[src/design/awsc_pkg.sv]
`default_nettype none
package awsc_pkg;
	// ***************************************************
	// opcodes handled by this block
	// ***************************************************
	localparam logic [7:0] OP_STBY_IMM_A = 8'h94;
	localparam logic [7:0] OP_STBY_IMM_B = 8'he0;
	localparam logic [7:0] OP_TRANSLATE  = 8'h87;
	localparam logic [7:0] OP_WR_BUF     = 8'he8;
	localparam logic [7:0] OP_WR_DMA     = 8'hca;
	localparam logic [7:0] OP_WR_MULT    = 8'hc5;
	localparam logic [7:0] OP_WR_MULT_NE = 8'hcd;
	localparam logic [7:0] OP_SET_MULT   = 8'hc6;

	// ***************************************************
	// sizes, fields, reset values
	// ***************************************************
	localparam int          DATA_W          = 16;
	localparam int          WORD_IDX_W      = 8;
	localparam logic [7:0]  LAST_WORD_IDX   = 8'hff;
	localparam logic [8:0]  CNT_ZERO_AS     = 9'h100;
	localparam int          DH_LBA_BIT      = 6;
	localparam int          DH_DEV_BIT      = 4;
	localparam logic [7:0]  BLOCK_SUPPORTED = 8'h01;
	localparam logic [7:0]  RST_BLOCK_SIZE  = 8'h00;
	localparam logic        RST_MULT_EN     = 1'b0;
	localparam logic [7:0]  SEC_CNT_NONE    = 8'h00;

	// ***************************************************
	// timing at 125 MHz
	// ***************************************************
	localparam int CLK_PERIOD_PS = 8000;
	localparam int BSY_MAX_NS    = 400;
	localparam int BSY_MAX_CYC   = (BSY_MAX_NS * 1000) / CLK_PERIOD_PS;
endpackage
`default_nettype wire

[src/design/awsc_word_if.sv]
`timescale 1ns/1ps
`default_nettype none
interface awsc_word_if;
	logic        word_stb;
	logic [15:0] word_data;
	logic        dma_ack;
	modport src (output word_stb, output word_data, output dma_ack);
	modport dst (input word_stb, input word_data, input dma_ack);
endinterface
`default_nettype wire

[src/design/awsc_sync.sv]
`timescale 1ns/1ps
`default_nettype none
module awsc_sync (
	// clock and reset
	input  wire logic        i_clk,
	input  wire logic        i_rst_n,
	// host pins
	input  wire logic        i_iowr_n,
	input  wire logic        i_dmack_n,
	input  wire logic [15:0] i_data,
	// word stream
	awsc_word_if.src         o_word
);
	logic [2:0]  iowr_s;
	logic [2:0]  dmack_s;
	logic [15:0] data_s [3];
	logic        iowr_filt;
	logic        dmack_filt;

	// three stages; a change counts once stages two and three agree
	always_ff @(posedge i_clk or negedge i_rst_n) begin
		if (!i_rst_n) begin
			iowr_s  <= 3'h7;
			dmack_s <= 3'h7;
		end else begin
			iowr_s  <= {iowr_s[1:0], i_iowr_n};
			dmack_s <= {dmack_s[1:0], i_dmack_n};
		end
	end

	// data follows the strobe's delay so the word lines up with its edge
	always_ff @(posedge i_clk) begin
		data_s[0] <= i_data;
		data_s[1] <= data_s[0];
		data_s[2] <= data_s[1];
	end

	always_ff @(posedge i_clk or negedge i_rst_n) begin
		if (!i_rst_n) begin
			iowr_filt  <= 1'b1;
			dmack_filt <= 1'b1;
		end else begin
			if (iowr_s[1] == iowr_s[2])
				iowr_filt <= iowr_s[2];
			if (dmack_s[1] == dmack_s[2])
				dmack_filt <= dmack_s[2];
		end
	end

	// word taken on the closing edge of the write strobe
	always_ff @(posedge i_clk or negedge i_rst_n) begin
		if (!i_rst_n) begin
			o_word.word_stb  <= 1'b0;
			o_word.word_data <= 16'h0000;
		end else begin
			o_word.word_stb <= !iowr_filt && iowr_s[1] && iowr_s[2];
			if (!iowr_filt && iowr_s[1] && iowr_s[2])
				o_word.word_data <= data_s[2];
		end
	end

	assign o_word.dma_ack = !dmack_filt;
endmodule // awsc_sync
`default_nettype wire

[src/design/awsc_wcnt.sv]
`timescale 1ns/1ps
`default_nettype none
module awsc_wcnt #(
	parameter int IDX_W = 8
) (
	// clock and reset
	input  wire logic             i_clk,
	input  wire logic             i_rst_n,
	// control
	input  wire logic             i_clr,
	input  wire logic             i_stb,
	// position
	output logic      [IDX_W-1:0] o_idx,
	output logic                  o_last
);
	always_ff @(posedge i_clk or negedge i_rst_n) begin
		if (!i_rst_n)
			o_idx <= '0;
		else if (i_clr)
			o_idx <= '0;
		else if (i_stb)
			o_idx <= o_idx + 1'b1;
	end

	// wraps by itself after a full sector
	assign o_last = i_stb && (o_idx == {IDX_W{1'b1}});
endmodule // awsc_wcnt
`default_nettype wire

[src/design/awsc_top.sv]
`timescale 1ns/1ps
`default_nettype none
module awsc_top (
	// clock and reset
	input  wire logic                         i_clk_sys,
	input  wire logic                         i_arst_n,
	// command and task file
	input  wire logic                         i_cmd_valid,
	input  wire logic [7:0]                   i_cmd_opcode,
	input  wire logic [7:0]                   i_tf_sec_cnt,
	input  wire logic [7:0]                   i_tf_sec_num,
	input  wire logic [7:0]                   i_tf_cyl_lo,
	input  wire logic [7:0]                   i_tf_cyl_hi,
	input  wire logic [7:0]                   i_tf_dev_head,
	input  wire logic                         i_xfer8_en,
	// host data pins
	input  wire logic                         i_iowr_n,
	input  wire logic                         i_dmack_n,
	input  wire logic [awsc_pkg::DATA_W-1:0]  i_data,
	// status and task file readback
	output logic                              o_bsy,
	output logic                              o_drq,
	output logic                              o_dmarq,
	output logic                              o_irq,
	output logic                              o_err,
	output logic                              o_abrt,
	output logic                              o_sleep,
	output logic [7:0]                        o_sec_cnt,
	output logic [7:0]                        o_sec_num,
	output logic [7:0]                        o_cyl_lo,
	output logic [7:0]                        o_cyl_hi,
	output logic [7:0]                        o_dev_head,
	output logic                              o_mult_en,
	output logic [7:0]                        o_block_size,
	output logic [7:0]                        o_id_block_max,
	// sector buffer
	output logic                              o_buf_we,
	output logic [awsc_pkg::WORD_IDX_W-1:0]   o_buf_addr,
	output logic [awsc_pkg::DATA_W-1:0]       o_buf_data,
	// media commit
	output logic                              o_sec_wr,
	output logic [27:0]                       o_sec_lba,
	output logic                              o_no_erase,
	input  wire logic                         i_sec_ack,
	input  wire logic                         i_sec_err
);
	import awsc_pkg::*;

	// ***************************************************
	// types and state
	// ***************************************************
	typedef enum {S_IDLE, S_BUSY, S_XFER, S_COMMIT} awsc_state_e;
	typedef enum {K_STBY, K_NOP, K_SETM, K_ABRT, K_WRBUF, K_DMA, K_MULT} awsc_kind_e;

	localparam int BSY_LIM = BSY_MAX_CYC;

	awsc_state_e                   state_reg;
	awsc_kind_e                    kind_reg;
	logic [1:0]                    rst_sync;
	logic                          rst_n;
	logic [27:0]                   lba_reg;
	logic [3:0]                    dh_hi_reg;
	logic [8:0]                    remain_reg;
	logic [7:0]                    blk_left_reg;
	logic [7:0]                    setm_cnt_reg;
	logic                          accept;
	logic                          word_ok;
	logic                          word_last;
	logic [WORD_IDX_W-1:0]         word_idx;
	logic                          commit_ok;
	logic                          commit_bad;
	logic [7:0]                    next_blk;
	logic [7:0]                    remain_lo;

	awsc_word_if word_if ();

	function automatic logic is_standby(input logic [7:0] op);
		return (op == OP_STBY_IMM_A) || (op == OP_STBY_IMM_B);
	endfunction

	function automatic logic is_mult(input logic [7:0] op);
		return (op == OP_WR_MULT) || (op == OP_WR_MULT_NE);
	endfunction

	// ***************************************************
	// reset release
	// ***************************************************
	always_ff @(posedge i_clk_sys or negedge i_arst_n) begin
		if (!i_arst_n)
			rst_sync <= 2'b00;
		else
			rst_sync <= {rst_sync[0], 1'b1};
	end
	assign rst_n = rst_sync[1];

	// ***************************************************
	// host word path
	// ***************************************************
	awsc_sync u_sync (
		.i_clk     (i_clk_sys),
		.i_rst_n   (rst_n),
		.i_iowr_n  (i_iowr_n),
		.i_dmack_n (i_dmack_n),
		.i_data    (i_data),
		.o_word    (word_if.src)
	);

	// dma words only count while the host acknowledges
	assign word_ok = (state_reg == S_XFER) && word_if.word_stb && ((kind_reg != K_DMA) || word_if.dma_ack);

	awsc_wcnt #(.IDX_W(WORD_IDX_W)) u_wcnt (
		.i_clk   (i_clk_sys),
		.i_rst_n (rst_n),
		.i_clr   (state_reg != S_XFER),
		.i_stb   (word_ok),
		.o_idx   (word_idx),
		.o_last  (word_last)
	);

	always_ff @(posedge i_clk_sys or negedge rst_n) begin
		if (!rst_n) begin
			o_buf_we   <= 1'b0;
			o_buf_addr <= '0;
			o_buf_data <= '0;
		end else begin
			o_buf_we <= word_ok;
			if (word_ok) begin
				o_buf_addr <= word_idx;
				o_buf_data <= word_if.word_data;
			end
		end
	end

	// ***************************************************
	// command sequencer
	// ***************************************************
	assign accept     = i_cmd_valid && (state_reg == S_IDLE);
	assign commit_ok  = (state_reg == S_COMMIT) && i_sec_ack && !i_sec_err;
	assign commit_bad = (state_reg == S_COMMIT) && i_sec_ack && i_sec_err;
	assign remain_lo  = remain_reg[7:0];
	// partial block when fewer sectors remain than a block holds
	assign next_blk   = ((remain_reg - 9'h001) < {1'b0, o_block_size})
		? 8'((remain_reg - 9'h001)) : o_block_size;

	always_ff @(posedge i_clk_sys or negedge rst_n) begin
		if (!rst_n) begin
			state_reg <= S_IDLE;
			kind_reg  <= K_NOP;
		end else begin
			case (state_reg)
				S_IDLE: begin
					if (accept) begin
						state_reg <= S_BUSY;
						// only the opcode and the fields it uses are looked at
						if (is_standby(i_cmd_opcode))
							kind_reg <= K_STBY;
						else if (i_cmd_opcode == OP_TRANSLATE)
							kind_reg <= K_NOP;
						else if (i_cmd_opcode == OP_SET_MULT)
							kind_reg <= K_SETM;
						else if (i_cmd_opcode == OP_WR_BUF)
							kind_reg <= K_WRBUF;
						else if (i_cmd_opcode == OP_WR_DMA)
							kind_reg <= i_xfer8_en ? K_ABRT : K_DMA;
						else if (is_mult(i_cmd_opcode))
							kind_reg <= o_mult_en ? K_MULT : K_ABRT;
						else
							state_reg <= S_IDLE;
					end
				end
				S_BUSY: begin
					if ((kind_reg == K_WRBUF) || (kind_reg == K_DMA) || (kind_reg == K_MULT))
						state_reg <= S_XFER;
					else
						state_reg <= S_IDLE;
				end
				S_XFER: begin
					if (word_last)
						state_reg <= (kind_reg == K_WRBUF) ? S_IDLE : S_COMMIT;
				end
				S_COMMIT: begin
					// a failing sector ends the command, even mid block
					if (commit_bad || (commit_ok && (remain_reg == 9'h001)))
						state_reg <= S_IDLE;
					else if (commit_ok)
						state_reg <= S_XFER;
				end
				default: state_reg <= S_IDLE;
			endcase
		end
	end

	// ***************************************************
	// address, counts, block tracking
	// ***************************************************
	always_ff @(posedge i_clk_sys or negedge rst_n) begin
		if (!rst_n) begin
			lba_reg      <= '0;
			dh_hi_reg    <= 4'h0;
			remain_reg   <= '0;
			blk_left_reg <= '0;
			setm_cnt_reg <= '0;
			o_no_erase   <= 1'b0;
		end else if (accept) begin
			setm_cnt_reg <= i_tf_sec_cnt;
			if ((i_cmd_opcode == OP_WR_DMA) || is_mult(i_cmd_opcode)) begin
				// lba flag and device bit kept as given
				lba_reg    <= {i_tf_dev_head[3:0], i_tf_cyl_hi, i_tf_cyl_lo, i_tf_sec_num};
				dh_hi_reg  <= i_tf_dev_head[7:4];
				remain_reg <= (i_tf_sec_cnt == 8'h00) ? CNT_ZERO_AS : {1'b0, i_tf_sec_cnt};
				o_no_erase <= (i_cmd_opcode == OP_WR_MULT_NE);
			end else
				remain_reg <= 9'h001;
		end else if ((state_reg == S_BUSY) && (kind_reg == K_MULT)) begin
			blk_left_reg <= ({1'b0, o_block_size} < remain_reg) ? o_block_size : remain_reg[7:0];
		end else if (commit_ok && (remain_reg != 9'h001)) begin
			// last sector's address is left in place on completion
			lba_reg    <= lba_reg + 28'h0000001;
			remain_reg <= remain_reg - 9'h001;
			blk_left_reg <= (blk_left_reg == 8'h01) ? next_blk : blk_left_reg - 8'h01;
		end else if (commit_ok) begin
			remain_reg <= 9'h000;
		end
	end

	// ***************************************************
	// multiple mode setting
	// ***************************************************
	always_ff @(posedge i_clk_sys or negedge rst_n) begin
		if (!rst_n) begin
			o_mult_en    <= RST_MULT_EN;
			o_block_size <= RST_BLOCK_SIZE;
		end else if ((state_reg == S_BUSY) && (kind_reg == K_SETM)) begin
			// zero or an unsupported size leaves multiple disabled
			o_mult_en    <= (setm_cnt_reg != 8'h00) && (setm_cnt_reg <= BLOCK_SUPPORTED);
			o_block_size <= ((setm_cnt_reg != 8'h00) && (setm_cnt_reg <= BLOCK_SUPPORTED))
				? setm_cnt_reg : RST_BLOCK_SIZE;
		end
	end
	assign o_id_block_max = BLOCK_SUPPORTED;

	// ***************************************************
	// status, interrupt, sleep
	// ***************************************************
	always_ff @(posedge i_clk_sys or negedge rst_n) begin
		if (!rst_n) begin
			o_irq     <= 1'b0;
			o_err     <= 1'b0;
			o_abrt    <= 1'b0;
			o_sleep   <= 1'b0;
			o_sec_cnt <= SEC_CNT_NONE;
		end else begin
			o_irq <= 1'b0;
			if (i_cmd_valid)
				o_sleep <= 1'b0;
			if (accept) begin
				o_err  <= 1'b0;
				o_abrt <= 1'b0;
			end
			if (state_reg == S_BUSY) begin
				case (kind_reg)
					K_STBY: begin
						o_sleep <= 1'b1;
						o_irq   <= 1'b1;
					end
					K_NOP: begin
						o_sec_cnt <= SEC_CNT_NONE;
						o_irq     <= 1'b1;
					end
					K_SETM: begin
						o_irq  <= 1'b1;
						o_err  <= (setm_cnt_reg > BLOCK_SUPPORTED);
						o_abrt <= (setm_cnt_reg > BLOCK_SUPPORTED);
					end
					K_ABRT: begin
						o_err  <= 1'b1;
						o_abrt <= 1'b1;
						o_irq  <= 1'b1;
					end
					default: o_irq <= 1'b0; // first buffer is requested without interrupt
				endcase
			end
			if ((state_reg == S_XFER) && word_last && (kind_reg == K_WRBUF))
				o_irq <= 1'b1;
			if (commit_bad) begin
				o_err     <= 1'b1;
				o_sec_cnt <= remain_lo; // outstanding including failing sector
				o_irq     <= 1'b1;
			end else if (commit_ok && (remain_reg == 9'h001)) begin
				o_sec_cnt <= SEC_CNT_NONE;
				o_irq     <= 1'b1;
			end else if (commit_ok && (kind_reg == K_MULT) && (blk_left_reg == 8'h01))
				o_irq <= 1'b1;
		end
	end

	// media sees one pulse per finished sector
	always_ff @(posedge i_clk_sys or negedge rst_n) begin
		if (!rst_n)
			o_sec_wr <= 1'b0;
		else
			o_sec_wr <= (state_reg == S_XFER) && word_last && (kind_reg != K_WRBUF);
	end

	assign o_bsy      = (state_reg == S_BUSY) || (state_reg == S_COMMIT);
	assign o_drq      = (state_reg == S_XFER);
	assign o_dmarq    = (state_reg == S_XFER) && (kind_reg == K_DMA);
	assign o_sec_lba  = lba_reg;
	assign o_sec_num  = lba_reg[7:0];
	assign o_cyl_lo   = lba_reg[15:8];
	assign o_cyl_hi   = lba_reg[23:16];
	assign o_dev_head = {dh_hi_reg, lba_reg[27:24]};
endmodule // awsc_top
`default_nettype wire

[config.mk]
export PLATFORM = sky130hd
export DESIGN_NAME = awsc_top
export DESIGN_NICKNAME = d
export VERILOG_FILES = /design/src/design/awsc_pkg.sv /design/src/design/awsc_word_if.sv /design/src/design/awsc_sync.sv /design/src/design/awsc_wcnt.sv /design/src/design/awsc_top.sv
export SDC_FILE = /design/constraint.sdc
export NUM_CORES = 1
export LEC_CHECK = 0
export ABC_AREA = 0
export BUFFER_PORTS_ARGS = -buffer_cell sky130_fd_sc_hd__buf_4
export CORE_UTILIZATION = 45
export DETAILED_ROUTE_END_ITERATION = 12
export GPL_TIMING_DRIVEN = 0
export HOLD_SLACK_MARGIN = 0.15
export PLACE_DENSITY = 0.75
export RECOVER_POWER = 25
export SLEW_MARGIN = 40
export SYNTH_ARGS = -nofsm -noshare
export SYNTH_HDL_FRONTEND = slang
export SYNTH_SLANG_ARGS = --single-unit
[constraint.sdc]
create_clock -name i_clk_sys -period 6.3 [get_ports i_clk_sys]
set_input_delay 0.945 -clock i_clk_sys [delete_from_list [all_inputs] [get_ports i_clk_sys]]
set_output_delay 0.945 -clock i_clk_sys [all_outputs]
set_load 0.01 [all_outputs]
== After elaboration in Yosys (flattened, before gate mapping) ==
Memories as Yosys holds them, arrays and structs flattened. A register that Yosys moved wholly into a read port is not among the register bits.
Index checks and enable logic that the tools add are counted.

* $add $sub $neg: 4
* Order comparisons: 4
* Multiplexer cells: 59
* Reduce and logical (&&, ||, !) cells: 52
* Bitwise operators: 1
* Equality and inequality tests: 35

{| class="wikitable"
|+ Operator list
! kind !! count
|-
| 2-to-1 mux 32 bit || 10
|-
| == test 32 x 2 -> 1 bit, second input constant || 5
|-
| case mux 32 bit (4 select lines) || 1
|-
| 2-to-1 mux 28 bit || 4
|-
| == test 32 x 3 -> 1 bit, second input constant || 3
|-
| == test 32 x 4 -> 1 bit, second input constant || 3
|-
| logical NOT 32 bit || 3
|-
| 2-to-1 mux 8 bit || 12
|-
| == test 8 bit, second input constant || 9
|-
| == test 32 x 1 -> 1 bit, second input constant || 2
|-
| inequality test 32 x 4 -> 1 bit, second input constant || 2
|-
| 2-to-1 mux 9 bit || 6
|-
| inequality test 32 x 3 -> 1 bit, second input constant || 1
|-
| adder 28 x 1 -> 28 bit, second input constant || 1
|-
| logical AND 1 bit || 20
|-
| 2-to-1 mux 1 bit || 20
|-
| == test 9 x 1 -> 1 bit, second input constant || 1
|-
| less-than comparator 8 x 9 -> 1 bit || 1
|-
| less-than comparator 9 x 8 -> 1 bit || 1
|-
| inequality test 9 x 1 -> 1 bit, second input constant || 1
|-
| AND reduction 3 bit || 3
|-
| nonzero test 3 bit || 3
|-
| subtractor 9 x 1 -> 9 bit, second input constant || 1
|-
| adder 8 x 1 -> 8 bit, second input constant || 1
|-
| other kinds (20) || 41
|}

* Memory bits (writable): 48
* Bits of input ports: 72
* Register bits: 188
* Memories kept: 1

{| class="wikitable"
|+ Memory list
! memory !! depth !! bits a word !! rd ports !! clocked after memory_dff !! write ports !! RTL line !! source
|-
| u_sync.data_s || 3 || 16 || 3 || 1 || 3 || awsc_sync.sv:16 || <nowiki>logic [15:0] data_s [3];</nowiki>
|}

== Logic depth before layout (Yosys ltp) ==
Gate-level depths: netlist of the first run.

* Depth in word-level cells: 10
* Gate-level depth with buffers: 14
* Depth with buffers taken out: 13

== Hierarchy ==
A second synthesis of the first run with hierarchy kept.

* Cells, all modules: 867
* Area, all modules: 8831.0 um2

{| class="wikitable"
|+ Modules (own cells, without submodules)
! module !! area an instance (um2) !! times used !! cells an instance
|-
| awsc_top || 6552.5 || 1 || 731
|-
| awsc_sync || 1869.3 || 1 || 95
|-
| awsc_wcnt || 409.1 || 1 || 41
|}

== Worst setup path after synthesis of the first run ==
Ideal clock, no wire load.

* Kind: register to register
* From: register remain_reg[0]
* To: register blk_left_reg[6]
* Slack: 3.303 ns
* Path buffers: 1
* Cell stages (with the launch flop): 15
* Arrival time: 2.932 ns
* Data required time: 6.235 ns
* Setup time: 0.065 ns
* Path through: dfrtp_1 -> clkbuf_1 -> inv_1 -> ha_1 -> nand2b_1 -> nor4_1 -> xnor2_1 -> inv_1 -> ha_1 -> a21o_1 -> a221oi_1 -> o21a_1 -> nand2_1 -> a2111oi_2 -> a211o_1

* Longest elaborated chain between the ends: 6

{| class="wikitable"
|+ RTL lines
! item !! RTL line !! source
|-
| start: declaration || awsc_top.sv:63 || <nowiki>logic [8:0] remain_reg;</nowiki>
|-
| start signal: assignment || awsc_top.sv:210 || <nowiki>remain_reg <= (i_tf_sec_cnt == 8'h00) ? CNT_ZERO_AS : {1'b0, i_tf_sec_cnt};</nowiki>
|-
| start signal: assignment || awsc_top.sv:219 || <nowiki>remain_reg <= remain_reg - 9'h001;</nowiki>
|-
| subtractor 9 x 1 -> 9 bit || awsc_top.sv:142 || <nowiki>assign next_blk = ((remain_reg - 9'h001) < {1'b0, o_block_size})</nowiki>
|-
| less-than comparator 9 x 8 -> 1 bit || awsc_top.sv:142 ||
|-
| 2-to-1 mux 8 bit || awsc_top.sv:143 || <nowiki>? 8'((remain_reg - 9'h001)) : o_block_size;</nowiki>
|-
| 2-to-1 mux 8 bit || awsc_top.sv:220 || <nowiki>blk_left_reg <= (blk_left_reg == 8'h01) ? next_blk : blk_left_reg - 8'h01;</nowiki>
|-
| 2-to-1 mux 8 bit || awsc_top.sv:216 || <nowiki>end else if (commit_ok && (remain_reg != 9'h001)) begin</nowiki>
|-
| 2-to-1 mux 8 bit || awsc_top.sv:214 || <nowiki>end else if ((state_reg == S_BUSY) && (kind_reg == K_MULT)) begin</nowiki>
|-
| end signal: assignment || awsc_top.sv:215 || <nowiki>blk_left_reg <= ({1'b0, o_block_size} < remain_reg) ? o_block_size : remain_reg[7:0];</nowiki>
|-
| end signal: assignment || awsc_top.sv:220 ||
|-
| end: declaration || awsc_top.sv:64 || <nowiki>logic [7:0] blk_left_reg;</nowiki>
|}

Several ways; a longest one is shown, not always the timed one. The select of a mux whose other input is x is not followed.
A chain may end at the register's enable or synchronous reset.

== Worst setup path after layout of the first run ==
* From: register remain_reg[0]
* To: register blk_left_reg[5]

Same word-level chain as after synthesis.

==> results.toml, run 1 <==
[floorplan]
start_util_pct = 46.2
die_y_um = 141
dieArea_um2 = 19900
fp.dieW_um = 141
num_rows = 50
ioPinCount = 191
core_um2 = 18800

[clock_network]
postCtsSetupRepairBufs = 0
clock_sinks = 193
ctsRootBufferMaster = "clkbuf_16"
cts_hold_buf = 0
clkTransAtPathRegs_ns = 0.08
tritoncts = "done"
clockBufferDepth = 2
htree_num_levels = 4
post_cts_resized = 0
numCtsBuffers = 17
clk_latency_ns = 0.44

[global_routing]
antenna_found_initial = 0
grt_overflow = 0
grt_pass1_vias = 7048
grt_max_degree = 43
grt_usage_pct = 23.4
grt_pass1_wl_um = 36200

[cells_and_area]
largest_reg_flops = 48
nNetsFinal = 1203
drive_gt1_share_pct = 26.7
areaGrowthSynthToFinish_pct = 27.4
num_antenna_cells = 0
regMostFlops = "u_sync.data_s"

[sta]
fmax_ghz = 0.269
relSlewSlack_pct = -50.8
fin_skew_ns = 0.0138
setup_viol = 0
hold_viol = 0
timing.hold.ws_ns = 0.278
final.period_utilization_pct = 59.1
worst_slew_pin_slew_ns = 2.26
fin_setup_tns_ns = 0
rsz0062_at_grt = "false"
period_minus_slack_ns = 3.72
slew_violations = 80

[placement]
gp_congestion = 0.914
hpwl_um = 16600
port_buffers = 182

[synth]
synth_cells = 900
ys_ff_latch = 193
synth-main-ff-cell = "dfrtp_1"
synth-warning-count = 0
syn_area_per_cell_um2 = 9.67
ys_async_sr_fraction_pct = 75.1
synth.distinct_cells = 77
yosysTopAreaCell = "dfrtp_1"
synthTopCellsByArea = "dfrtp_1 39%, dfxtp_1 11%, nand2_1 7.4%"
syn_area_um2 = 8700
yosys-top-cells-count = "172 x nand2_1, 136 x dfrtp_1, 54 x a21oi_1, 50 x o21ai_0, 48 x dfxtp_1"
yosysSeqAreaShare_pct = 52.9
synth-edff-count = 0
synth_most_common_cell = "nand2_1"
synth_top_area_share_pct = 39.1

[setup_path]
cp.required_ns = 6.63
r2r_end = "blk_left_reg[5]"
reg2regPathDepth = 11
cp_slowest_cell = "nor3_1"
critPathTopFamily = "compound AO/OA/AOI/OAI gates"
worstReg2RegStart = "remain_reg[0]"
max_stage_delay_ns = 0.68
critical_path_class = "reg -> reg"
start_kind = "flip-flop"
worst_ep_arrival_time_ns = 4.05
r2r_setup_slack_ns = 2.58
cp_max_fo = 8
crit_path_cell_trace = "clkbuf_1 -> nor3_1 -> nand3_1 -> xnor2_1 -> ha_1 -> and3_1 -> a221oi_1 -> o21ai_1 -> o21ai_0 -> o21ai_0 -> a221oi_1"
critPathBufInv = 1
end_kind = "flip-flop"

[power]
leakagePower_nw = 5.41
powerDensity_nw_per_um2 = 318
peakVddDrop_mv = 0.211

[drt]
drt_iter0_drc = 660
wl_um = 22800
firstDrtPassIters = 5
wire_per_inst_um = 16.5
viasPerCell = 5.31
via_count = 7350
antenna_left = 0
drc = 0

[run_status]
status = "finished, violations left"
failed_checks = "max-capacitance violations, max-slew violations"

[flow_run]
maxCapViolCount = 2

[min_path]
min_path_type = "in -> async"
-- cell usage in the layout (no fill, tap or decap), types with 6 or more instances in the layout --
cell type	netlist	final
a21o_1	9	9
a21oi_1	54	54
a221oi_1	6	6
a22o_1	9	9
a22oi_1	6	6
a31oi_1	9	8
and3_1	11	11
buf_2	10	10
buf_4	36	199
clkbuf_1	29	33
clkbuf_16	0	17
clkbuf_4	0	17
conb_1	2	9
dfrtp_1	136	136
dfstp_2	9	6
dfxtp_1	48	48
ha_1	20	20
inv_1	38	38
mux2_2	15	15
mux2i_1	11	11
nand2_1	172	172
nand3_1	27	27
nand4_1	15	15
nor2_1	40	40
nor2b_1	7	7
nor3_1	11	10
nor4_1	9	8
o21ai_0	50	50
o22ai_1	9	9
o31ai_1	6	6
or3_1	6	6
xnor2_1	9	9
-- worst max-delay path by stage --
stage,slack [ns],from,depth (start not counted),end
2_1_floorplan,1.98,rst_sync[1],0,blk_left_reg[0]
3_3_place_gp,0.14,rst_sync[1],0,o_buf_addr[5]
3_5_place_dp,2.72,remain_reg[0],11,blk_left_reg[7]
4_1_cts,2.68,remain_reg[0],11,blk_left_reg[6]
5_1_grt,2.29,remain_reg[0],11,blk_left_reg[5]
6_report,2.58,remain_reg[0],11,blk_left_reg[5]
-- area by class of cell --
cell class,instances,area [µm²]
fillers,1657,7740
flip-flops and latches,193,4600
multi-input cells,596,3540
repair buffers,185,1390
plain buffers,78,448
clock buffers,17,425
well taps,260,325
clock inverters,15,206
inverters,40,150
-- routing by layer --
layer	part of all wire [%]	vias up	track usage, %	wire length, µm
met5	0	-	0	0
met4	1.8	0	7.21	401
met3	6.3	30	5.50	1440
met2	47	300	36.7	10600
met1	45	3501	32.1	10300
li1	-	3519	-	-
-- where the power goes --
| group | switching (mW) | internal [mW] | total (mW) | leakage, nW |
|---|---|---|---|---|
| logic | 0.475 | 0.390 | 0.865 | 2.88 |
| clock network | 0.549 | 0.581 | 1.13 | 0.303 |
| registers | 0.136 | 1.40 | 1.54 | 2.23 |
-- logic make-up (layout without fill, tap and decap cells) --
group                    after synthesis  count (layout)  synth area share [%]
adder cells (fa/ha/maj)               22              22                  3.11
AND/OR/NAND/NOR                      329             329                  17.9
multiplexers                          26              26                  3.21
other                                  2               9                0.0863
flip-flops                           193             193                  52.9
buffers and inverters                118             335                  6.87
AO/OA/AOI/OAI                        195             195                  14.4
XOR/XNOR                              15              15                  1.60
-- through the flow --
step / cells / power [mW] / setup slack (ns) / cell area (µm²) / utilization (%)
6_report: 1384 / 3.53 / 2.58 / 11100 / 58.9
5_1_grt: 1384 / 3.72 / 2.29 / 11100 / 58.9
4_1_cts: 1384 / 3.55 / 2.68 / 11100 / 59.1
3_5_place_dp: 1352 / 2.42 / 2.72 / 10500 / 55.7
3_3_place_gp: 1349 / 2.39 / 0.135 / 10400 / 55.3
2_1_floorplan: 907 / 2.06 / 1.98 / 8730 / -
Power figures use the tool's default switching activity.
==> inputs of run 2 (changes only) <==
- clock period: 6.3 -> 3.64 ns (I/O delays scaled with it)
==> run 2 against run 1 <==
Compared with the run above: clock skew is 0.0059 ns lower; setup slack got worse by 2.4 ns; routed wire length down 1.7%; non-clock buffer count up 1; count of clock-buffer cells in the layout increased by 2; final area about the same; power rose by 70%; critical path depth is 2 higher; the flow still finishes with violations (max-capacitance violations, max-slew violations); die area unchanged.
==> results.toml, run 2 (synthesis gave the netlist of run 1 again) <==
[clock_network]
ctsRootBufferMaster = "clkbuf_16"
postCtsSetupRepairBufs = 0
clockBufferDepth = 2
clock_sinks = 193
tritoncts = "done"
clk_latency_ns = 0.43
htree_num_levels = 4
numCtsBuffers = 17
clkTransAtPathRegs_ns = 0.07

[placement]
port_buffers = 182
hpwl_um = 16600
preCtsSetupSlack_ns = 0.0568
post_dp_cell_area_um2 = 10500
gp_congestion = 0.918

[min_path]
hold_start = "i_iowr_n"
min_path_type = "in -> reg"
hold_path_depth = 1
min_to = "u_sync.iowr_s[0]"

[setup_path]
worstReg2RegStart = "remain_reg[0]"
critPathTopFamily = "compound AO/OA/AOI/OAI gates"
r2r_end = "blk_left_reg[6]"
r2r_setup_slack_ns = 0.15
critPathBufInv = 2
max_stage_delay_ns = 0.55
cp_slowest_cell = "dfrtp_1"
cp_max_fo = 9
cp.required_ns = 4.01
crit_path_cell_trace = "inv_1 -> ha_1 -> nand2b_1 -> nor4_2 -> xnor2_1 -> inv_1 -> ha_1 -> a21o_1 -> a221oi_2 -> o21a_1 -> nand2_1 -> a2111oi_2 -> a211o_1"
critical_path_class = "reg -> reg"
reg2regPathDepth = 13
start_kind = "flip-flop"
crit_path_start = "remain_reg[0]"
worst_ep_arrival_time_ns = 3.86
end_kind = "flip-flop"

[sta]
setup_viol = 0
fin_setup_tns_ns = 0
hold_viol = 0
relSlewSlack_pct = -2.94
rsz0062_at_grt = "false"
finalWorstSetupSlack_ns = 0.147
fin_skew_ns = 0.00790
final.period_utilization_pct = 96.0
fmax_ghz = 0.286
period_minus_slack_ns = 3.49
worst_slew_pin_slew_ns = 1.54
slew_violations = 26

[drt]
drt_iter0_drc = 485
drc = 0
antenna_left = 0
wl_um = 22400
viasPerCell = 5.28
via_count = 7318
wire_per_inst_um = 16.2
firstDrtPassIters = 5

[global_routing]
grt_pass1_vias = 6909
grt_usage_pct = 22.9
antenna_found_initial = 0
grt_overflow = 0
grt_max_degree = 39
grt_pass1_wl_um = 35400

[floorplan]
ioPinCount = 191
die_y_um = 141
fp.dieW_um = 141
num_rows = 50
start_util_pct = 46.2
dieArea_um2 = 19900
core_um2 = 18800

[cells_and_area]
areaGrowthSynthToFinish_pct = 27.6
n_fill_cell = 1639
nNetsFinal = 1204
layout_common_cells = "199 x buf_4, 172 x nand2_1, 136 x dfrtp_1"
drive_gt1_share_pct = 27.1
regMostFlops = "u_sync.data_s"
num_antenna_cells = 0
final_common_cell = "buf_4"
largest_reg_flops = 48
postLayoutCellArea_um2 = 11100

[power]
power.total_mw = 6.00
peakVddDrop_mv = 0.323
powerDensity_nw_per_um2 = 541
leakagePower_nw = 5.42

[run_status]
status = "finished, violations left"
failed_checks = "max-capacitance violations, max-slew violations"

[flow_run]
maxCapViolCount = 1
run 2: worst max path at each step:
| stage | end | cells past startpoint |
|---|---|---|
| global placement | blk_left_reg[7] | 11 |
| CTS | blk_left_reg[7] | 11 |
| floorplan | blk_left_reg[6] | 14 |
| finish | blk_left_reg[6] | 13 |
| detailed placement | blk_left_reg[7] | 11 |
| global route | blk_left_reg[6] | 13 |
run 2: stage by stage:
stage	instances	hold slack [ns]	util, %
3_3_place_gp	1349	0.311	55.3
2_1_floorplan	907	0.250	-
6_report	1385	0.229	58.9
3_5_place_dp	1353	0.240	55.8
4_1_cts	1385	0.202	58.9
5_1_grt	1385	0.209	58.9
run 2: timing repair:
item                                    in CTS  in global routing
endpoints found under the setup margin       1                  8
gates cloned                                 0                  0
hold endpoints to repair                     2                  0
hold buffers                                 1                  0
gates resized for setup                      0                  4
run 2: worst register-to-register path: stages (launching register included):
cell,delay [ns]
dfrtp_1,0.55
inv_1,0.11
ha_1,0.27
nand2b_1,0.26
nor4_2,0.08
xnor2_1,0.32
inv_1,0.08
ha_1,0.29
a21o_1,0.20
a221oi_2,0.32
o21a_1,0.23
nand2_1,0.20
a2111oi_2,0.41
a211o_1,0.13
run 2: power breakdown:
| part | internal (mW) | switching [mW] |
|---|---|---|
| logic | 0.682 | 0.810 |
| registers | 2.42 | 0.252 |
| clock network | 0.975 | 0.860 |
run 2: layout make-up:
class | count | area, µm² | share of cell area [%]
clock inverter | 13 | 141 | 1.27
timing repair buffer | 187 | 1440 | 12.9
tap | 260 | 325 | 2.93
buffer | 77 | 444 | 4.00
inverter | 40 | 150 | 1.35
clock buffer | 19 | 433 | 3.90
multi-input combinational | 596 | 3570 | 32.1
sequential | 193 | 4600 | 41.5
run 2: metal layers:
metal	part of all wire [%]	GRT usage [%]	wire length, µm	vias to the layer above
met5	0	0	0	-
met4	1.7	6.46	380	0
met3	7.2	5.20	1610	29
met2	47	36.0	10500	302
met1	44	31.7	9890	3463
li1	-	-	-	3524
==> inputs of run 3 (changes only) <==
- CORE_UTILIZATION: 45 -> 55
- PLACE_DENSITY: 0.75 -> 0.88
==> run 3 against run 2 <==
Compared with the run above: the flow still finishes with violations (max-capacitance violations, max-slew violations); sequential power about the same; utilization increased by 13 points; combinational power about the same; count of clock-buffer cells in the layout increased by 1; die area decreased by 18%; clock power decreased by 2%; sequential cell count unchanged; power decreased by 0.24%; sequential share of layout area increased by 0.40 points; setup slack improved by 0.030 ns; largest cell class unchanged; critical path depth unchanged; global-route usage increased by 6.5 points; critical endpoint unchanged.
==> results.toml, run 3 (synthesis gave the netlist of run 1 again) <==
[clock_network]
clock_sinks = 193
tritoncts = "done"
clk_latency_ns = 0.44
numCtsBuffers = 17
clkTransAtPathRegs_ns = 0.07
htree_num_levels = 4
postCtsSetupRepairBufs = 0
ctsRootBufferMaster = "clkbuf_16"
clockBufferDepth = 2

[cells_and_area]
largest_reg_flops = 48
layout_common_cells = "199 x buf_4, 172 x nand2_1, 135 x dfrtp_1"
regMostFlops = "u_sync.data_s"
regArea_um2 = 4600
final_common_cell = "buf_4"
nNetsFinal = 1203
postLayoutCellArea_um2 = 11000
areaGrowthSynthToFinish_pct = 26.4
num_antenna_cells = 0
multiInputGateArea_um2 = 3560
n_fill_cell = 1151
drive_gt1_share_pct = 27.0

[sta]
fmax_ghz = 0.289
period_minus_slack_ns = 3.46
final.period_utilization_pct = 95.2
relSlewSlack_pct = -24.2
worst_slew_pin_slew_ns = 1.86
hold_viol = 0
fin_setup_tns_ns = 0
slew_violations = 80
fin_skew_ns = 0.0155
rsz0062_at_grt = "false"
setup_viol = 0

[drt]
antenna_left = 0
drt_iter0_drc = 771
wire_per_inst_um = 17.3
via_count = 7664
wl_um = 23100
viasPerCell = 5.74
drc = 0
firstDrtPassIters = 7

[placement]
port_buffers = 182
gp_congestion = 0.932
post_dp_cell_area_um2 = 10400
hpwl_um = 16400

[setup_path]
critical_path_class = "reg -> reg"
critPathTopFamily = "compound AO/OA/AOI/OAI gates"
cp.required_ns = 4.02
end_kind = "flip-flop"
start_kind = "flip-flop"
worst_ep_arrival_time_ns = 3.84
max_stage_delay_ns = 0.46
cp_slowest_cell = "dfrtp_1"
r2r_setup_slack_ns = 0.18
critPathBufInv = 2
r2r_end = "blk_left_reg[6]"
path_depth = 13
cp_max_fo = 6
crit_path_cell_trace = "inv_1 -> ha_1 -> nand2b_1 -> nor4_2 -> xnor2_1 -> inv_1 -> ha_1 -> a21o_1 -> a221oi_2 -> o21a_1 -> nand2_1 -> a2111oi_2 -> a211o_1"
crit_path_start = "remain_reg[1]"
crit_end = "blk_left_reg[6]"
reg2regPathDepth = 13
worstReg2RegStart = "remain_reg[1]"

[min_path]
min_path_type = "in -> reg"

[run_status]
status = "finished, violations left"
failed_checks = "max-capacitance violations, max-slew violations"

[floorplan]
dieArea_um2 = 16300
die_y_um = 128
core_um2 = 15300
num_rows = 45
start_util_pct = 56.8
ioPinCount = 191
fp.dieW_um = 128

[power]
powerDensity_nw_per_um2 = 545
peakVddDrop_mv = 0.391
power.total_mw = 5.99
leakagePower_nw = 5.41

[global_routing]
grt_max_degree = 41
grt_pass1_wl_um = 37400
grt_pass1_vias = 7335
antenna_found_initial = 0
grt_usage_pct = 29.4
grt_overflow = 0

[flow_run]
maxCapViolCount = 2
## run 3: cell types whose count changed in the layout (fill, tap and decap cells not counted), moves of 2 or more
cell        delta
clkinvlp_4     +3
inv_6          -3
buf_12         -2
clkinv_4       +2
inv_4          -2
inv_8          +2
## run 3: what timing repair did
action                                 in CTS  in global routing
endpoints found under the hold margin       2                  0
hold buffers                                1                  0
resized for setup                           0                  6
setup endpoints to repair                   0                  8
## run 3: worst min-delay path by stage
stage	start	slack, ns	to	depth (start not counted)
6_report	i_dmack_n	0.22	u_sync.dmack_s[0]	1
5_1_grt	i_dmack_n	0.20	u_sync.dmack_s[0]	1
3_3_place_gp	u_sync.data_s[0][12]	0.31	u_sync.data_s[1][12]	0
2_1_floorplan	i_arst_n	0.25	rst_sync[0]	0
4_1_cts	i_data[8]	0.20	u_sync.data_s[0][8]	1
3_5_place_dp	rst_sync[1]	0.29	o_buf_addr[4]	0
## run 3: layer usage
layer | track usage [%] | up-vias | share of wire, %
met5 | 0 | - | 0
met1 | 38.9 | 3657 | 41
met4 | 11.3 | 0 | 2.7
met2 | 46.9 | 424 | 49
met3 | 6.80 | 63 | 8.2
li1 | - | 3520 | -
## run 3: final cells by class
class | count | share of cell area, %
well taps | 211 | 2.40
multi-input cells | 596 | 32.4
clock inverters | 12 | 1.04
flip-flops and latches | 193 | 41.9
plain buffers | 77 | 4.04
repair buffers | 186 | 12.9
clock buffers | 20 | 4.06
inverters | 40 | 1.37
## run 3: stage by stage
stage                     instances  hold slack (ns)  setup WS, ns  utilization (%)
after floorplan                 907            0.250         0.643                -
after global placement         1300            0.310         0.145             67.6
after detailed placement       1303            0.286         0.128             68.1
after CTS                      1336            0.204        0.0746             71.8
after global routing           1335            0.196      0.000749             71.8
final                          1335            0.215         0.176             71.8
## run 3: where the power goes
part	switching [mW]	total (mW)	leakage, nW	internal (mW)
Sequential	0.261	2.68	2.23	2.42
Clock	0.864	1.79	0.267	0.923
Combinational	0.833	1.51	2.91	0.682
Total	1.96	5.99	5.41	4.03
